[src/rtl/sarwc_defs.vh]
// Register map, field positions, reset values and timing counts for the converter control
`ifndef SARWC_DEFS_VH
`define SARWC_DEFS_VH
// ----------------------------------------
// Register addresses
// ----------------------------------------
`define SARWC_ADDR_CONFIG 8'hbc
`define SARWC_ADDR_RESULT 8'hbe
`define SARWC_ADDR_CONTROL 8'he8
`define SARWC_ADDR_GREATER 8'hc4
`define SARWC_ADDR_LESS 8'hc6
`define SARWC_ADDR_PAIRCFG 8'hba
// ----------------------------------------
// Reset values
// ----------------------------------------
`define SARWC_RST_CONFIG 8'hf8
`define SARWC_RST_RESULT 8'h00
`define SARWC_RST_CONTROL 8'h00
`define SARWC_RST_GREATER 8'hff
`define SARWC_RST_LESS 8'h00
`define SARWC_RST_PAIRCFG 4'h0
// ----------------------------------------
// Control register bits
// ----------------------------------------
`define SARWC_BIT_ENABLE 7
`define SARWC_BIT_LPTRACK 6
`define SARWC_BIT_DONE 5
`define SARWC_BIT_BUSY 4
`define SARWC_BIT_MODE_HI 3
`define SARWC_BIT_MODE_LO 1
`define SARWC_BIT_WINDOW 0
// ----------------------------------------
// Configuration register fields
// ----------------------------------------
`define SARWC_DIV_HI 7
`define SARWC_DIV_LO 3
`define SARWC_CFG_UNUSED_MASK 8'hfb
// ----------------------------------------
// Start trigger codes
// ----------------------------------------
`define SARWC_TRIG_SOFT 3'h0
`define SARWC_TRIG_TIMER3 3'h1
`define SARWC_TRIG_EXT 3'h2
`define SARWC_TRIG_TIMER2 3'h3
// ----------------------------------------
// Timing in conversion clocks
// ----------------------------------------
`define SARWC_TRACK_CLOCKS 4'h3
`define SARWC_CONV_CLOCKS 4'h8
`endif

[src/rtl/sarwc_clkdiv.v]
// Conversion clock enable divider
`timescale 1ns/10ps
module sarwc_clkdiv #(
    parameter WIDTH = 5
) (
    input wire clk,
    input wire rstn,
    input wire run,
    input wire [WIDTH-1:0] divide,
    output reg tick
);
    reg [WIDTH-1:0] count_reg;
    // ----------------------------------------
    // Divide by field plus one
    // ----------------------------------------
    // Restarts at each run so the first tick is a full period away
    always @(posedge clk or negedge rstn) begin
        if (!rstn) begin
            count_reg <= {WIDTH{1'b0}};
            tick <= 1'b0;
        end else if (!run) begin
            count_reg <= {WIDTH{1'b0}};
            tick <= 1'b0;
        end else if (count_reg >= divide) begin
            count_reg <= {WIDTH{1'b0}};
            tick <= 1'b1;
        end else begin
            count_reg <= count_reg + {{(WIDTH-1){1'b0}}, 1'b1};
            tick <= 1'b0;
        end
    end
endmodule

[src/rtl/sarwc_top.v]
// Control logic for an 8-bit successive-approximation converter with window detect
// Function
// - Conversion clock is system clock divided by divider field plus one.
// - Gain field selects half, unity, two or four.
// - Config bit 2 reads zero, writes ignored.
// - Enable clear means shutdown; set means active and ready.
// - Normal mode tracks continuously except during conversion.
// - Done flag set on completion, cleared only by software.
// - Done flag set when busy falls at conversion end, not when disable aborts.
// - Busy reads one during conversion and timed low-power tracking, else zero.
// - Busy write zero ignored; one starts only in soft mode.
// - Start mode selects soft, timer 3, external edge, timer 2, other converter.
// - Low-power mode tracks three conversion clocks, then converts.
// - Low-power external mode tracks while input low, converts on rise.
// - Window flag set on match, cleared only by software.
// - Own start input used when enabled, else shared input.
// - Single-ended result is unsigned code.
// - Differential result is two's complement code.
// - Every result compared against greater and less limits.
// - Less above greater: match strictly inside.
// - Otherwise: match strictly outside.
// - Conversion lasts at least eight conversion clocks.
// - Pair bit set joins the two inputs as one differential input.
// - Differential channels give two's complement result.
`timescale 1ns/10ps
`include "sarwc_defs.vh"
module sarwc_top #(
    parameter DIV_WIDTH = 5,
    parameter CONV_WIDTH = 8
) (
    input wire clk,
    input wire rstn,
    input wire reg_wr,
    input wire reg_rd,
    input wire [7:0] reg_addr,
    input wire [7:0] reg_wdata,
    output reg [7:0] reg_rdata,
    input wire timer3_overflow,
    input wire timer2_overflow,
    input wire other_converter_busy,
    input wire ext_start_own,
    input wire ext_start_shared,
    input wire own_start_routed,
    input wire [2:0] channel_select,
    input wire [CONV_WIDTH-1:0] sar_result,
    output reg converter_powered,
    output reg track_active,
    output reg convert_active,
    output reg [1:0] amplifier_gain_select,
    output reg [3:0] input_pair_config,
    output reg channel_differential
);
    // ----------------------------------------
    // Sequencer states
    // ----------------------------------------
    localparam ST_IDLE = 2'h0;
    localparam ST_TRACK = 2'h1;
    localparam ST_CONV = 2'h2;

    reg [7:0] config_reg;
    reg [7:0] control_reg;
    reg [7:0] result_reg;
    reg [7:0] greater_reg;
    reg [7:0] less_reg;
    reg [1:0] state_reg;
    reg [1:0] state_next;
    reg [3:0] clocks_reg;
    reg ext_meta_own_reg;
    reg ext_sync_own_reg;
    reg ext_meta_sh_reg;
    reg ext_sync_sh_reg;
    reg ext_last_reg;
    reg route_meta_reg;
    reg route_sync_reg;
    wire conv_tick;
    wire window_hit;
    wire ext_level;
    wire ext_rise;

    // Control fields
    wire enable = control_reg[`SARWC_BIT_ENABLE];
    wire lp_mode = control_reg[`SARWC_BIT_LPTRACK];
    wire [2:0] trig_mode = control_reg[`SARWC_BIT_MODE_HI:`SARWC_BIT_MODE_LO];

    // ----------------------------------------
    // Busy as software sees it
    // ----------------------------------------
    // Low-power external mode waits on the pin, so its tracking phase is not busy
    wire ext_lp_mode = lp_mode && (trig_mode == `SARWC_TRIG_EXT);
    wire busy = (state_reg != ST_IDLE) && !(ext_lp_mode && state_reg == ST_TRACK);

    // Bus decode helper, used for every register
    function hit;
        input [7:0] addr;
        input [7:0] target;
        begin
            hit = (addr == target);
        end
    endfunction

    // Pair bit for the selected channel
    function pair_bit;
        input [3:0] pairs;
        input [2:0] chan;
        begin
            pair_bit = pairs[chan[2:1]];
        end
    endfunction

    // ----------------------------------------
    // External start synchronisers
    // ----------------------------------------
    // Pins are asynchronous; two flops each before any logic reads them
    always @(posedge clk or negedge rstn) begin
        if (!rstn) begin
            ext_meta_own_reg <= 1'b0;
            ext_sync_own_reg <= 1'b0;
            ext_meta_sh_reg <= 1'b0;
            ext_sync_sh_reg <= 1'b0;
            route_meta_reg <= 1'b0;
            route_sync_reg <= 1'b0;
            ext_last_reg <= 1'b0;
        end else begin
            ext_meta_own_reg <= ext_start_own;
            ext_sync_own_reg <= ext_meta_own_reg;
            ext_meta_sh_reg <= ext_start_shared;
            ext_sync_sh_reg <= ext_meta_sh_reg;
            route_meta_reg <= own_start_routed;
            route_sync_reg <= route_meta_reg;
            ext_last_reg <= ext_level;
        end
    end

    // Source choice follows the crossbar routing
    assign ext_level = route_sync_reg ? ext_sync_own_reg : ext_sync_sh_reg;
    // Edge memory resets low like the synchronisers, so no false edge at reset
    assign ext_rise = ext_level && !ext_last_reg;

    // Bus writes of one to the busy bit in soft start mode
    wire wr_control = reg_wr && hit(reg_addr, `SARWC_ADDR_CONTROL);
    wire soft_start = wr_control && reg_wdata[`SARWC_BIT_BUSY]
        && trig_mode == `SARWC_TRIG_SOFT;

    // ----------------------------------------
    // Trigger selection
    // ----------------------------------------
    // Timer and other-converter inputs are same-clock pulses, read directly
    reg trigger;
    always @* begin
        case (trig_mode)
            `SARWC_TRIG_SOFT: trigger = soft_start;
            `SARWC_TRIG_TIMER3: trigger = timer3_overflow;
            `SARWC_TRIG_EXT: trigger = ext_rise;
            `SARWC_TRIG_TIMER2: trigger = timer2_overflow;
            default: trigger = other_converter_busy;
        endcase
    end

    // Divider only runs while enabled, saving power in shutdown.
    // It also restarts on every phase change, so tracking and conversion
    // each span whole conversion clocks rather than a cut first period.
    wire div_run = enable && (state_next == state_reg);
    sarwc_clkdiv #(
        .WIDTH(DIV_WIDTH)
    ) u_div (
        .clk(clk),
        .rstn(rstn),
        .run(div_run),
        .divide(config_reg[`SARWC_DIV_HI:`SARWC_DIV_LO]),
        .tick(conv_tick)
    );

    // ----------------------------------------
    // Sequencer next state
    // ----------------------------------------
    always @* begin
        state_next = state_reg;
        if (!enable) begin
            state_next = ST_IDLE;
        end else begin
            case (state_reg)
                ST_IDLE: begin
                    if (lp_mode && trig_mode == `SARWC_TRIG_EXT) begin
                        state_next = ext_level ? ST_IDLE : ST_TRACK;
                    end else if (trigger) begin
                        state_next = lp_mode ? ST_TRACK : ST_CONV;
                    end
                end
                ST_TRACK: begin
                    if (lp_mode && trig_mode == `SARWC_TRIG_EXT) begin
                        if (ext_rise) begin
                            state_next = ST_CONV;
                        end
                    end else if (conv_tick && clocks_reg == `SARWC_TRACK_CLOCKS - 4'h1) begin
                        state_next = ST_CONV;
                    end
                end
                ST_CONV: begin
                    if (conv_tick && clocks_reg == `SARWC_CONV_CLOCKS - 4'h1) begin
                        state_next = ST_IDLE;
                    end
                end
                default: state_next = ST_IDLE;
            endcase
        end
    end

    // Disabling mid-conversion aborts without counting as completion
    wire conv_done = state_reg == ST_CONV && state_next == ST_IDLE && enable;

    // ----------------------------------------
    // Sequencer registers and pin outputs
    // ----------------------------------------
    always @(posedge clk or negedge rstn) begin
        if (!rstn) begin
            state_reg <= ST_IDLE;
            clocks_reg <= 4'h0;
            converter_powered <= 1'b0;
            track_active <= 1'b0;
            convert_active <= 1'b0;
            amplifier_gain_select <= 2'h0;
            input_pair_config <= `SARWC_RST_PAIRCFG;
            channel_differential <= 1'b0;
        end else begin
            state_reg <= state_next;
            // Phase counter restarts with the divider on every phase change
            if (state_next != state_reg) begin
                clocks_reg <= 4'h0;
            end else if (conv_tick) begin
                clocks_reg <= clocks_reg + 4'h1;
            end
            converter_powered <= enable;
            // Normal mode tracks whenever not converting
            track_active <= enable && ((!lp_mode && state_next != ST_CONV)
                || state_next == ST_TRACK);
            convert_active <= state_next == ST_CONV;
            amplifier_gain_select <= config_reg[1:0];
            channel_differential <= pair_bit(input_pair_config, channel_select);
            if (reg_wr && hit(reg_addr, `SARWC_ADDR_PAIRCFG)) begin
                input_pair_config <= reg_wdata[3:0];
            end
        end
    end

    // Analog core delivers the code already in the mode's format
    wire [7:0] new_result = sar_result[CONV_WIDTH-1:CONV_WIDTH-8];

    sarwc_window u_win (
        .result(new_result),
        .signed_mode(channel_differential),
        .greater_limit(greater_reg),
        .less_limit(less_reg),
        .match(window_hit)
    );

    // ----------------------------------------
    // Register file
    // ----------------------------------------
    // Hardware set beats a software clear in the same cycle
    always @(posedge clk or negedge rstn) begin
        if (!rstn) begin
            config_reg <= `SARWC_RST_CONFIG;
            control_reg <= `SARWC_RST_CONTROL;
        end else begin
            if (reg_wr && hit(reg_addr, `SARWC_ADDR_CONFIG)) begin
                config_reg <= reg_wdata & `SARWC_CFG_UNUSED_MASK;
            end
            if (wr_control) begin
                control_reg[7:6] <= reg_wdata[7:6];
                control_reg[3:1] <= reg_wdata[3:1];
                control_reg[`SARWC_BIT_DONE] <= reg_wdata[`SARWC_BIT_DONE];
                control_reg[`SARWC_BIT_WINDOW] <= reg_wdata[`SARWC_BIT_WINDOW];
            end
            control_reg[`SARWC_BIT_BUSY] <= 1'b0;
            if (conv_done) begin
                control_reg[`SARWC_BIT_DONE] <= 1'b1;
                if (window_hit) begin
                    control_reg[`SARWC_BIT_WINDOW] <= 1'b1;
                end
            end
        end
    end

    // ----------------------------------------
    // Window limit registers
    // ----------------------------------------
    // Reset limits leave the window unable to match a single-ended code
    always @(posedge clk or negedge rstn) begin
        if (!rstn) begin
            greater_reg <= `SARWC_RST_GREATER;
            less_reg <= `SARWC_RST_LESS;
        end else begin
            if (reg_wr && hit(reg_addr, `SARWC_ADDR_GREATER)) begin
                greater_reg <= reg_wdata;
            end
            if (reg_wr && hit(reg_addr, `SARWC_ADDR_LESS)) begin
                less_reg <= reg_wdata;
            end
        end
    end

    // ----------------------------------------
    // Result register
    // ----------------------------------------
    // A finishing conversion beats a software write in the same cycle
    always @(posedge clk or negedge rstn) begin
        if (!rstn) begin
            result_reg <= `SARWC_RST_RESULT;
        end else if (conv_done) begin
            result_reg <= new_result;
        end else if (reg_wr && hit(reg_addr, `SARWC_ADDR_RESULT)) begin
            result_reg <= reg_wdata;
        end
    end

    // ----------------------------------------
    // Read data
    // ----------------------------------------
    // Unmapped addresses read zero
    always @(posedge clk or negedge rstn) begin
        if (!rstn) begin
            reg_rdata <= 8'h00;
        end else if (reg_rd) begin
            if (hit(reg_addr, `SARWC_ADDR_CONFIG)) begin
                reg_rdata <= config_reg;
            end else if (hit(reg_addr, `SARWC_ADDR_CONTROL)) begin
                reg_rdata <= {control_reg[7:5], busy, control_reg[3:0]};
            end else if (hit(reg_addr, `SARWC_ADDR_RESULT)) begin
                reg_rdata <= result_reg;
            end else if (hit(reg_addr, `SARWC_ADDR_GREATER)) begin
                reg_rdata <= greater_reg;
            end else if (hit(reg_addr, `SARWC_ADDR_LESS)) begin
                reg_rdata <= less_reg;
            end else if (hit(reg_addr, `SARWC_ADDR_PAIRCFG)) begin
                reg_rdata <= {4'h0, input_pair_config};
            end else begin
                reg_rdata <= 8'h00;
            end
        end
    end
endmodule

[src/rtl/sarwc_window.v]
// Window comparator for each new result
`timescale 1ns/10ps
module sarwc_window (
    input wire [7:0] result,
    input wire signed_mode,
    input wire [7:0] greater_limit,
    input wire [7:0] less_limit,
    output wire match
);
    // Signed compare via flipping the sign bit
    wire [7:0] r_cmp = {result[7] ^ signed_mode, result[6:0]};
    wire [7:0] g_cmp = {greater_limit[7] ^ signed_mode, greater_limit[6:0]};
    wire [7:0] l_cmp = {less_limit[7] ^ signed_mode, less_limit[6:0]};
    wire above = r_cmp > g_cmp;
    wire below = r_cmp < l_cmp;
    // ----------------------------------------
    // Inside when less exceeds greater, outside otherwise
    // ----------------------------------------
    assign match = (l_cmp > g_cmp) ? (above && below) : (above || below);
endmodule

[config.mk]
export PLATFORM = sky130hd
export DESIGN_NAME = sarwc_top
export DESIGN_NICKNAME = d
export VERILOG_FILES = /design/src/rtl/sarwc_clkdiv.v /design/src/rtl/sarwc_top.v /design/src/rtl/sarwc_window.v
export VERILOG_INCLUDE_DIRS = /design/src /design/src/rtl
export SDC_FILE = /design/constraint.sdc
export NUM_CORES = 1
export LEC_CHECK = 0
export ABC_AREA = 1
export BUFFER_PORTS_ARGS = -buffer_cell sky130_fd_sc_hd__buf_2
export CORE_ASPECT_RATIO = 0.6
export CORE_MARGIN = 5
export CORE_UTILIZATION = 32
export CTS_CLUSTER_SIZE = 16
export DETAILED_ROUTE_END_ITERATION = 8
export SLEW_MARGIN = 20
export SYNTH_ARGS = -nofsm -noshare
export SYNTH_HDL_FRONTEND = slang
export SYNTH_HIERARCHICAL = 1
export SYNTH_SLANG_ARGS = --single-unit
[constraint.sdc]
create_clock -name clk -period 2.1 [get_ports clk]
set_input_delay 0.21 -clock clk [delete_from_list [all_inputs] [get_ports clk]]
set_output_delay 0.21 -clock clk [all_outputs]
set_load 0.1 [all_outputs]
==> run metrics, run 1 <==
outcome finished clean; maximum VDD drop 0.432 mV; Worst Max-Slew Pin Slew 0.620 ns; antenna violations before repair 0; Setup Skew 0.00864 ns; Post-Synthesis Cells 551; CTS clk-pin slew, worst paths 0.06 ns; Final Non-Filler Cells 818; RR Endpoint u_div/count_reg[3]; reg2reg start clocks_reg[0]; Final Setup Violations 0; Final Cell Area 5470 sq um; Int Power 3.49 mW; yosys warns 6; RSZ-0062 raised after global routing true; Hold WS 0.142 ns; Peak Freq 497 MHz; MaxCap Viol Count 0; dpl cells 788; worst min path class primary input to flop; TritonCTS clock tree yes; total die area 16100 sq um; CTS Root Buffer Type clkbuf_16; fill count 1339; FF+latch count, synth 75; Syn Area/Cell 7.89 sq um; DP Area 4920 sq um; DRT Pass-1 Iters 5; switching portion of total power 0.347; first-pass GRT wire length 19500 um; std cell rows 33; Most used DFF post-synth dfrtp_1; Hold Path End result_reg[0]; Post-route DRC 0; Die W 160 um; hold path depth 3; post-synthesis cell area 4350 sq um; area delta synth->final 25.8%; Clock Tree Buf Depth 2; Tot GR Track Use 0.153; WL per Instance 14.6 um; hold path startpoint sar_result[0]; final wirelength 11900 um; CP startpoint kind flop; Worst Path Max Fanout 4; Final #Nets 706; n_diodes 0; worst-skew pair later-pin latency 0.34 ns; HPWL Detailed 9450 um; vias per inst 4.73; total CTS buffers 9; drt initial violations 328; core footprint 13500 sq um; vias in the first global route 3874; share of cells above drive strength 1 0.253; Distinct cells, synth 42; synthesized net count 619; Die Y 100 um; Crit Path Category flop to flop; post-place setup slack 0.0516 ns; final period utilization 0.958; endpoints failing hold 0; Post-synth ARST share 1.00; sw power 1.86 mW; Comb power frac 0.324; Initial Util 0.322; min cycle time layout 2.01 ns; H-tree depth 3; reg2reg path depth 12; grt ovf 0; critical path arrival 2.28 ns; Final Max Slew Viols 0; RePlAce Congestion 0.848; Leakage 2.71 nW; worst setup slack after layout 0.0875 ns; ANT nets after route 0; Vias 3871; Clock power frac 0.332; Pwr Density 978 nW/um^2; EDFF count, synth 0; largest net degree at the start of global routing 45; I/O pin count 55; Reg power frac 0.344; Sink Count 75; reg-to-reg slack, setup 0.09 ns; post-synthesis sequential area ratio 0.435; Rel. slew slack 0.585; required time of the worst setup path 2.37 ns; CP Capture Type flop; Port Buffer Count 53
[metal layers]
layer | vias up | GRT usage | wire [um]
met5 | - | 0 | 0
met4 | 0 | 0.0291 | 74
met3 | 8 | 0.0451 | 655
met2 | 99 | 0.219 | 4850
met1 | 1819 | 0.229 | 6350
li1 | 1945 | - | -
[layout by cell type (no fill, tap or decap), types with 2 or more instances in the layout]
cell / count
nand2_4: 3
o22ai_1: 4
o2111ai_1: 4
bufinv_16: 3
inv_2: 12
a21oi_2: 3
o21ai_1: 9
buf_4: 26
buf_2: 52
nand2_1: 152
nor2_2: 7
inv_1: 71
dlygate4sd3_1: 4
ha_1: 30
a21oi_1: 16
nor3_4: 2
nand4_1: 5
nor2_4: 3
nand3_4: 2
dfstp_2: 13
dfrtp_1: 60
clkbuf_16: 9
nor2_1: 33
o21ai_0: 37
nand2_2: 10
dfrtp_2: 2
xor2_1: 3
o31ai_1: 2
xnor2_1: 2
nand3_1: 32
nor3_1: 2
a21o_1: 2
o211ai_1: 5
nand3_2: 4
clkinv_1: 2
[what timing repair did]
| item | in CTS | in global routing |
|---|---|---|
| gates resized for setup | 0 | 25 |
| setup buffers | 0 | 10 |
| endpoints found under the hold margin | 39 | 0 |
| endpoints found under the setup margin | 0 | 7 |
| hold buffers | 4 | 0 |
[power groups by stage]
stage                     sequential [mW]  combinational, mW  clock [mW]
after floorplan                      2.06              0.770           0
after global placement               1.85               1.40           0
after detailed placement             1.86               1.45           0
after CTS                            1.84               1.46        1.80
after global routing                 1.87               1.93        1.88
final                                1.84               1.73        1.78
[area by class of cell]
type / count / area (sq um) / share of cell area
Timing Repair Buffer: 83 / 507 / 0.0927
Inverter: 86 / 325 / 0.0595
Tap cell: 175 / 219 / 0.0400
Clock inverter: 6 / 113 / 0.0206
Clock buffer: 10 / 229 / 0.0419
Sequential cell: 75 / 1900 / 0.347
Multi-Input combinational cell: 383 / 2180 / 0.399
[cell families after synthesis]
family | Yosys count | synth area share
buffers and inverters | 93 | 0.0835
adders and majority gates | 31 | 0.0892
AOI/OAI and AO/OA | 85 | 0.113
and+or+nand+nor | 261 | 0.267
xor gates and xnor gates | 6 | 0.0121
DFF | 75 | 0.435
[metrics by stage]
| step | power (mW) | setup TNS [ns] | utilization |
|---|---|---|---|
| 2_1_floorplan | 2.83 | 0 | - |
| 3_3_place_gp | 3.25 | 0 | 0.364 |
| 3_5_place_dp | 3.30 | 0 | 0.364 |
| 4_1_cts | 5.10 | 0 | 0.393 |
| 5_1_grt | 5.67 | -0.325 | 0.405 |
| 6_report | 5.35 | 0 | 0.405 |
[synthesized netlist by cell type, types with 4 or more instances]
cell type / number / share of area
a21oi_1: 16 / 0.018
nand2_2: 7 / 0.010
nand4_1: 5 / 0.0072
o2111ai_1: 4 / 0.0081
o21ai_0: 37 / 0.043
dfstp_2: 13 / 0.079
nand3_1: 34 / 0.039
dfrtp_1: 62 / 0.36
o22ai_1: 4 / 0.0058
nor2_2: 6 / 0.0086
nand3_2: 4 / 0.0092
o211ai_1: 5 / 0.0086
nand2_1: 157 / 0.14
inv_1: 74 / 0.064
nor2_1: 36 / 0.031
ha_1: 31 / 0.089
o21ai_1: 9 / 0.010
inv_2: 9 / 0.0078
[critical path, stage by stage, from the launching register on]
cell and delay, ns:
dfrtp_1 0.36, inv_1 0.05, ha_2 0.17, nor3b_2 0.16, nand3_2 0.09, o21ai_2 0.07
buf_4 0.13, o31ai_1 0.34, nand3_4 0.14, nor2_4 0.16, buf_6 0.12, nand3_1 0.07
nor2_1 0.09
[worst max path at each step]
stage / startpoint / end
final: clocks_reg[0] / u_div/count_reg[3]
after global placement: clocks_reg[0] / u_div/count_reg[4]
after CTS: control_reg[1] / u_div/count_reg[3]
after detailed placement: clocks_reg[0] / u_div/count_reg[2]
after floorplan: channel_differential / control_reg[0]
after global routing: clocks_reg[0] / u_div/count_reg[2]
No activity file was read; power rests on OpenSTA's default activity.
==> inputs of run 2 (changes only) <==
- CORE_MARGIN: 5 -> 3
==> run 2 against run 1 <==
Compared with the run above: clock power is 19% lower; setup slack improved by 0.0058 ns; non-clock buffer count is 11 lower; first-iteration DRC count is 4.6% lower; fmax increased by 0.29%; sequential power about the same; sequential cell count unchanged; critical path depth down 1; cell count fell by 2.0%; critical path type unchanged.
==> run metrics, run 2 (synthesized netlist as in run 1, its figures left out) <==
DP Area 4890 sq um; commonest non-fill, non-tap cell in the layout nand2_1; worst setup slack after layout 0.0932 ns; Initial Util 0.333; CTS Root Buffer Type clkbuf_16; Tot GR Track Use 0.158; RePlAce Congestion 0.897; worst-skew pair later-pin latency 0.33 ns; MaxCap Viol Count 0; Final Util 0.411; CP Capture Type flop; Port Buffer Count 53; min cycle time layout 2.01 ns; share of cells above drive strength 1 0.248; total die area 15100 sq um; largest net degree at the start of global routing 42; CP startpoint kind flop; Leakage 2.64 nW; RSZ-0062 raised after global routing true; area delta synth->final 23.3%; core footprint 13100 sq um; grt ovf 0; n_diodes 0; TritonCTS clock tree yes; outcome finished clean; final period utilization 0.956; final wirelength 11600 um; Worst Max-Slew Pin Slew 0.620 ns; worst min path class primary input to flop; maximum VDD drop 0.411 mV; WL per Instance 14.4 um; Die W 156 um; first-pass GRT wire length 18600 um; Die Y 96.3 um; I/O pin count 55; H-tree depth 3; Sink Count 75; Clock Tree Buf Depth 2; Post-route DRC 0; std cell rows 32; Final Max Slew Viols 0; total CTS buffers 9; Peak Freq 498 MHz; critical path arrival 2.23 ns; CTS clk-pin slew, worst paths 0.06 ns; Rel. slew slack 0.585; ANT nets after route 0; Final #Nets 695; vias in the first global route 3651; Final Cell Area 5360 sq um; endpoints failing hold 0; required time of the worst setup path 2.32 ns; vias per inst 4.81; Setup Skew 0.00497 ns; fill count 1285; Worst Path Max Fanout 4; commonest cells after routing, fill and taps aside nand2_1, inv_1, dfrtp_1; Pwr Density 916 nW/um^2; Crit Path Category flop to flop; Final Setup Violations 0; drt initial violations 313; post-place setup slack -0.0104 ns; HPWL Detailed 9260 um; DRT Pass-1 Iters 5; Vias 3854; Final Power 4.91 mW; antenna violations before repair 0
==> run 2: critical path, cell delays in order (launching register included) <==
cell	delay [ns]
dfrtp_2	0.52
xnor2_2	0.21
inv_1	0.11
ha_4	0.29
nand4_1	0.14
clkinv_1	0.07
nand2_1	0.06
a21oi_2	0.13
inv_1	0.05
nand2_1	0.06
nand2_1	0.06
a22o_1	0.19
==> run 2: worst paths after layout <==
| kind | startpoint | endpoint | slack [ns] | cells after the start |
|---|---|---|---|---|
| max in group asynchronous | rstn | config_reg[6] | 1.08 | 3 |
| worst min register to register | ext_meta_sh_reg | ext_sync_sh_reg | 0.35 | 0 |
| worst min-delay path | sar_result[0] | result_reg[0] | 0.14 | 3 |
| worst max register to register | channel_differential | control_reg[0] | 0.09 | 11 |
| min in group asynchronous | rstn | input_pair_config[3] | 0.38 | 2 |
| worst max-delay path | channel_differential | control_reg[0] | 0.09 | 11 |
==> run 2: report_power, final <==
part | total (mW) | internal, mW | leakage (nW) | switching, mW
sequential | 1.85 | 1.67 | 0.893 | 0.180
clock | 1.44 | 0.860 | 0.135 | 0.585
combinational | 1.62 | 0.589 | 1.61 | 1.03
total | 4.91 | 3.12 | 2.64 | 1.80
==> run 2: timing repair <==
action                                  CTS  global route
setup buffers                             0             3
endpoints found under the setup margin    1             6
pin swaps                                 0            15
gates cloned                              0             0
gates resized for setup                   1            27
hold buffers                              4             0
endpoints found under the hold margin    32             0
==> run 2: cell type report <==
cell class	count	area, sq um	share of cell area
multi-input cells	383	2210	0.412
flip-flops and latches	75	1900	0.353
repair buffers	72	440	0.0821
inverters	86	325	0.0607
clock buffers	12	256	0.0478
well taps	170	213	0.0397
clock inverters	4	25.0	0.00467
==> run 2: routing by layer <==
metal / vias up / routed length (um) / global-route usage
met5: - / 0 / 0
met4: 0 / 79 / 0.0313
met1: 1795 / 6170 / 0.246
met3: 8 / 816 / 0.0395
li1: 1932 / - / -
met2: 119 / 4510 / 0.220
==> run 2: per-stage QoR <==
stage,hold WS [ns],TNS [ns],cells
2_1_floorplan,-0.0856,0,551
5_1_grt,0.151,-0.163,802
4_1_cts,0.139,0,799
6_report,0.143,0,802
3_3_place_gp,0.196,0,779
3_5_place_dp,0.201,-0.0104,779
==> inputs of run 3 (changes only) <==
- clock period: 2.1 -> 2.6 ns (I/O delays scaled with it)
==> run 3 against run 2 <==
Compared with the run above: first-iteration DRC count rose by 3.5%; utilization down 1.8 points; largest cell class unchanged; setup slack improved by 0.21 ns; cell count shrank 2.0%; critical endpoint is now u_div/count_reg[2]; wire length rose by 0.21%; combinational power shrank 32%; largest power group unchanged.
==> run metrics, run 3 (synthesized netlist as in run 1, its figures left out) <==
share of cells above drive strength 1 0.200; Sink Count 75; Fin Setup TNS 0 ns; std cell rows 32; core footprint 13100 sq um; TritonCTS clock tree yes; Rel. slew slack 0.369; MaxCap Viol Count 0; outcome finished clean; Crit path max-delay family simple AND/OR/NAND/NOR gates; ANT nets after route 0; Setup Buffers After CTS 0; Die Y 96.3 um; antenna violations before repair 0; crit path buf inv count 3; largest net degree at the start of global routing 76; final wirelength 11600 um; Crit Path Category flop to flop; Clock Tree Buf Depth 2; final period utilization 0.883; Hold Path End ext_meta_own_reg; Tot GR Track Use 0.165; worst min path class primary input to flop; CTS resizes 0; RR Endpoint u_div/count_reg[2]; commonest non-fill, non-tap cell in the layout nand2_1; DRT Pass-1 Iters 5; area delta synth->final 17.9%; Leakage 2.57 nW; Initial Util 0.333; Final Setup Violations 0; hold path depth 1; vias per inst 4.85; first-pass GRT wire length 19300 um; Worst Max-Slew Pin Slew 0.947 ns; Vias 3814; Worst path max stage delay 0.36 ns; Peak Freq 435 MHz; hold path startpoint ext_start_own; drt initial violations 324; H-tree depth 3; Port Buffer Count 53; required time of the worst setup path 2.87 ns; Post-route DRC 0; vias in the first global route 3891; total die area 15100 sq um; DP Area 4810 sq um; Final Power 3.89 mW; Final Cell Area 5130 sq um; n_diodes 0; crit path from control_reg[3]; Setup Skew 0.00452 ns; Worst Path Max Fanout 6; Final #Nets 679; CP startpoint kind flop; min cycle time layout 2.30 ns; reg-to-reg slack, setup 0.30 ns; Final Non-Filler Cells 786; I/O pin count 55; CP Capture Type flop; total CTS buffers 9; worst-skew pair later-pin latency 0.34 ns; CTS Root Buffer Type clkbuf_16; Final Max Slew Viols 0; RSZ-0062 raised after global routing false; Die W 156 um; reg2reg path depth 17; RePlAce Congestion 0.897; endpoints failing hold 0; critical path's slowest cell dfrtp_1; CTS clk-pin slew, worst paths 0.06 ns; critical path arrival 2.56 ns; reg2reg start control_reg[3]; maximum VDD drop 0.285 mV; Critical Path, Cell by Cell inv_1 -> nand3_2 -> nor2_1 -> inv_2 -> nand3_2 -> o21ai_2 -> a21oi_2 -> nand2_1 -> nand2_2 -> nand2_1 -> nand2_1 -> nand3_2 -> nor2_1 -> inv_1 -> nor2_1 -> nand2_1 -> nor2_1; WL per Instance 14.8 um; CTS Hold Buffers Added 0; dpl cells 770; Pwr Density 759 nW/um^2; commonest cells after routing, fill and taps aside nand2_1, inv_1, dfrtp_1; HPWL Detailed 9150 um; grt ovf 0
==> run 3: cell types whose count changed in the layout (fill, tap and decap cells not counted), sizes merged <==
cell         change
buf             -12
dlygate4sd3      -4
bufinv           +1
clkinvlp         -1
==> run 3: metrics by stage <==
stage          utilization  worst slack (ns)  hold WS (ns)
3_5_place_dp         0.369             0.364         0.337
3_3_place_gp         0.369             0.487         0.335
6_report             0.393             0.303        0.0282
5_1_grt              0.393            0.0317        0.0195
2_1_floorplan            -             0.275       -0.0356
4_1_cts              0.393             0.282        0.0180
==> run 3: worst max path at each step <==
stage / end / slack (ns) / cells after the start
after global routing: u_div/count_reg[2] / 0.03 / 17
after floorplan: control_reg[0] / 0.27 / 10
final: u_div/count_reg[2] / 0.30 / 17
after CTS: u_div/count_reg[2] / 0.28 / 17
after global placement: u_div/count_reg[3] / 0.49 / 16
after detailed placement: u_div/count_reg[2] / 0.36 / 17
==> run 3: layout make-up <==
| class | instances | area [sq um] |
|---|---|---|
| well taps | 170 | 213 |
| repair buffers | 56 | 290 |
| multi-input cells | 383 | 2090 |
| inverters | 86 | 325 |
| clock inverters | 4 | 47.5 |
| flip-flops and latches | 75 | 1890 |
| clock buffers | 12 | 267 |
| fillers | 1337 | 7930 |
==> run 3: metal layers <==
layer	wire (um)	global-route usage	vias to the layer above
met5	0	0	-
li1	-	-	1888
met1	6050	0.246	1794
met4	116	0.0415	0
met3	762	0.0467	15
met2	4670	0.232	117
==> run 3: power breakdown <==
part	total [mW]	internal (mW)	switching (mW)
registers	1.49	1.35	0.143
clock network	1.30	0.818	0.481
logic	1.10	0.340	0.762
total	3.89	2.50	1.39
==> run 3: worst reg2reg max path, stage by stage, from the launching register on <==
cell     delay (ns)
dfrtp_1        0.36
inv_1          0.15
nand3_2        0.10
nor2_1         0.16
inv_2          0.09
nand3_2        0.09
o21ai_2        0.08
a21oi_2        0.15
nand2_1        0.13
nand2_2        0.10
nand2_1        0.06
nand2_1        0.09
nand3_2        0.14
nor2_1         0.18
inv_1          0.07
nor2_1         0.12
nand2_1        0.07
nor2_1         0.10
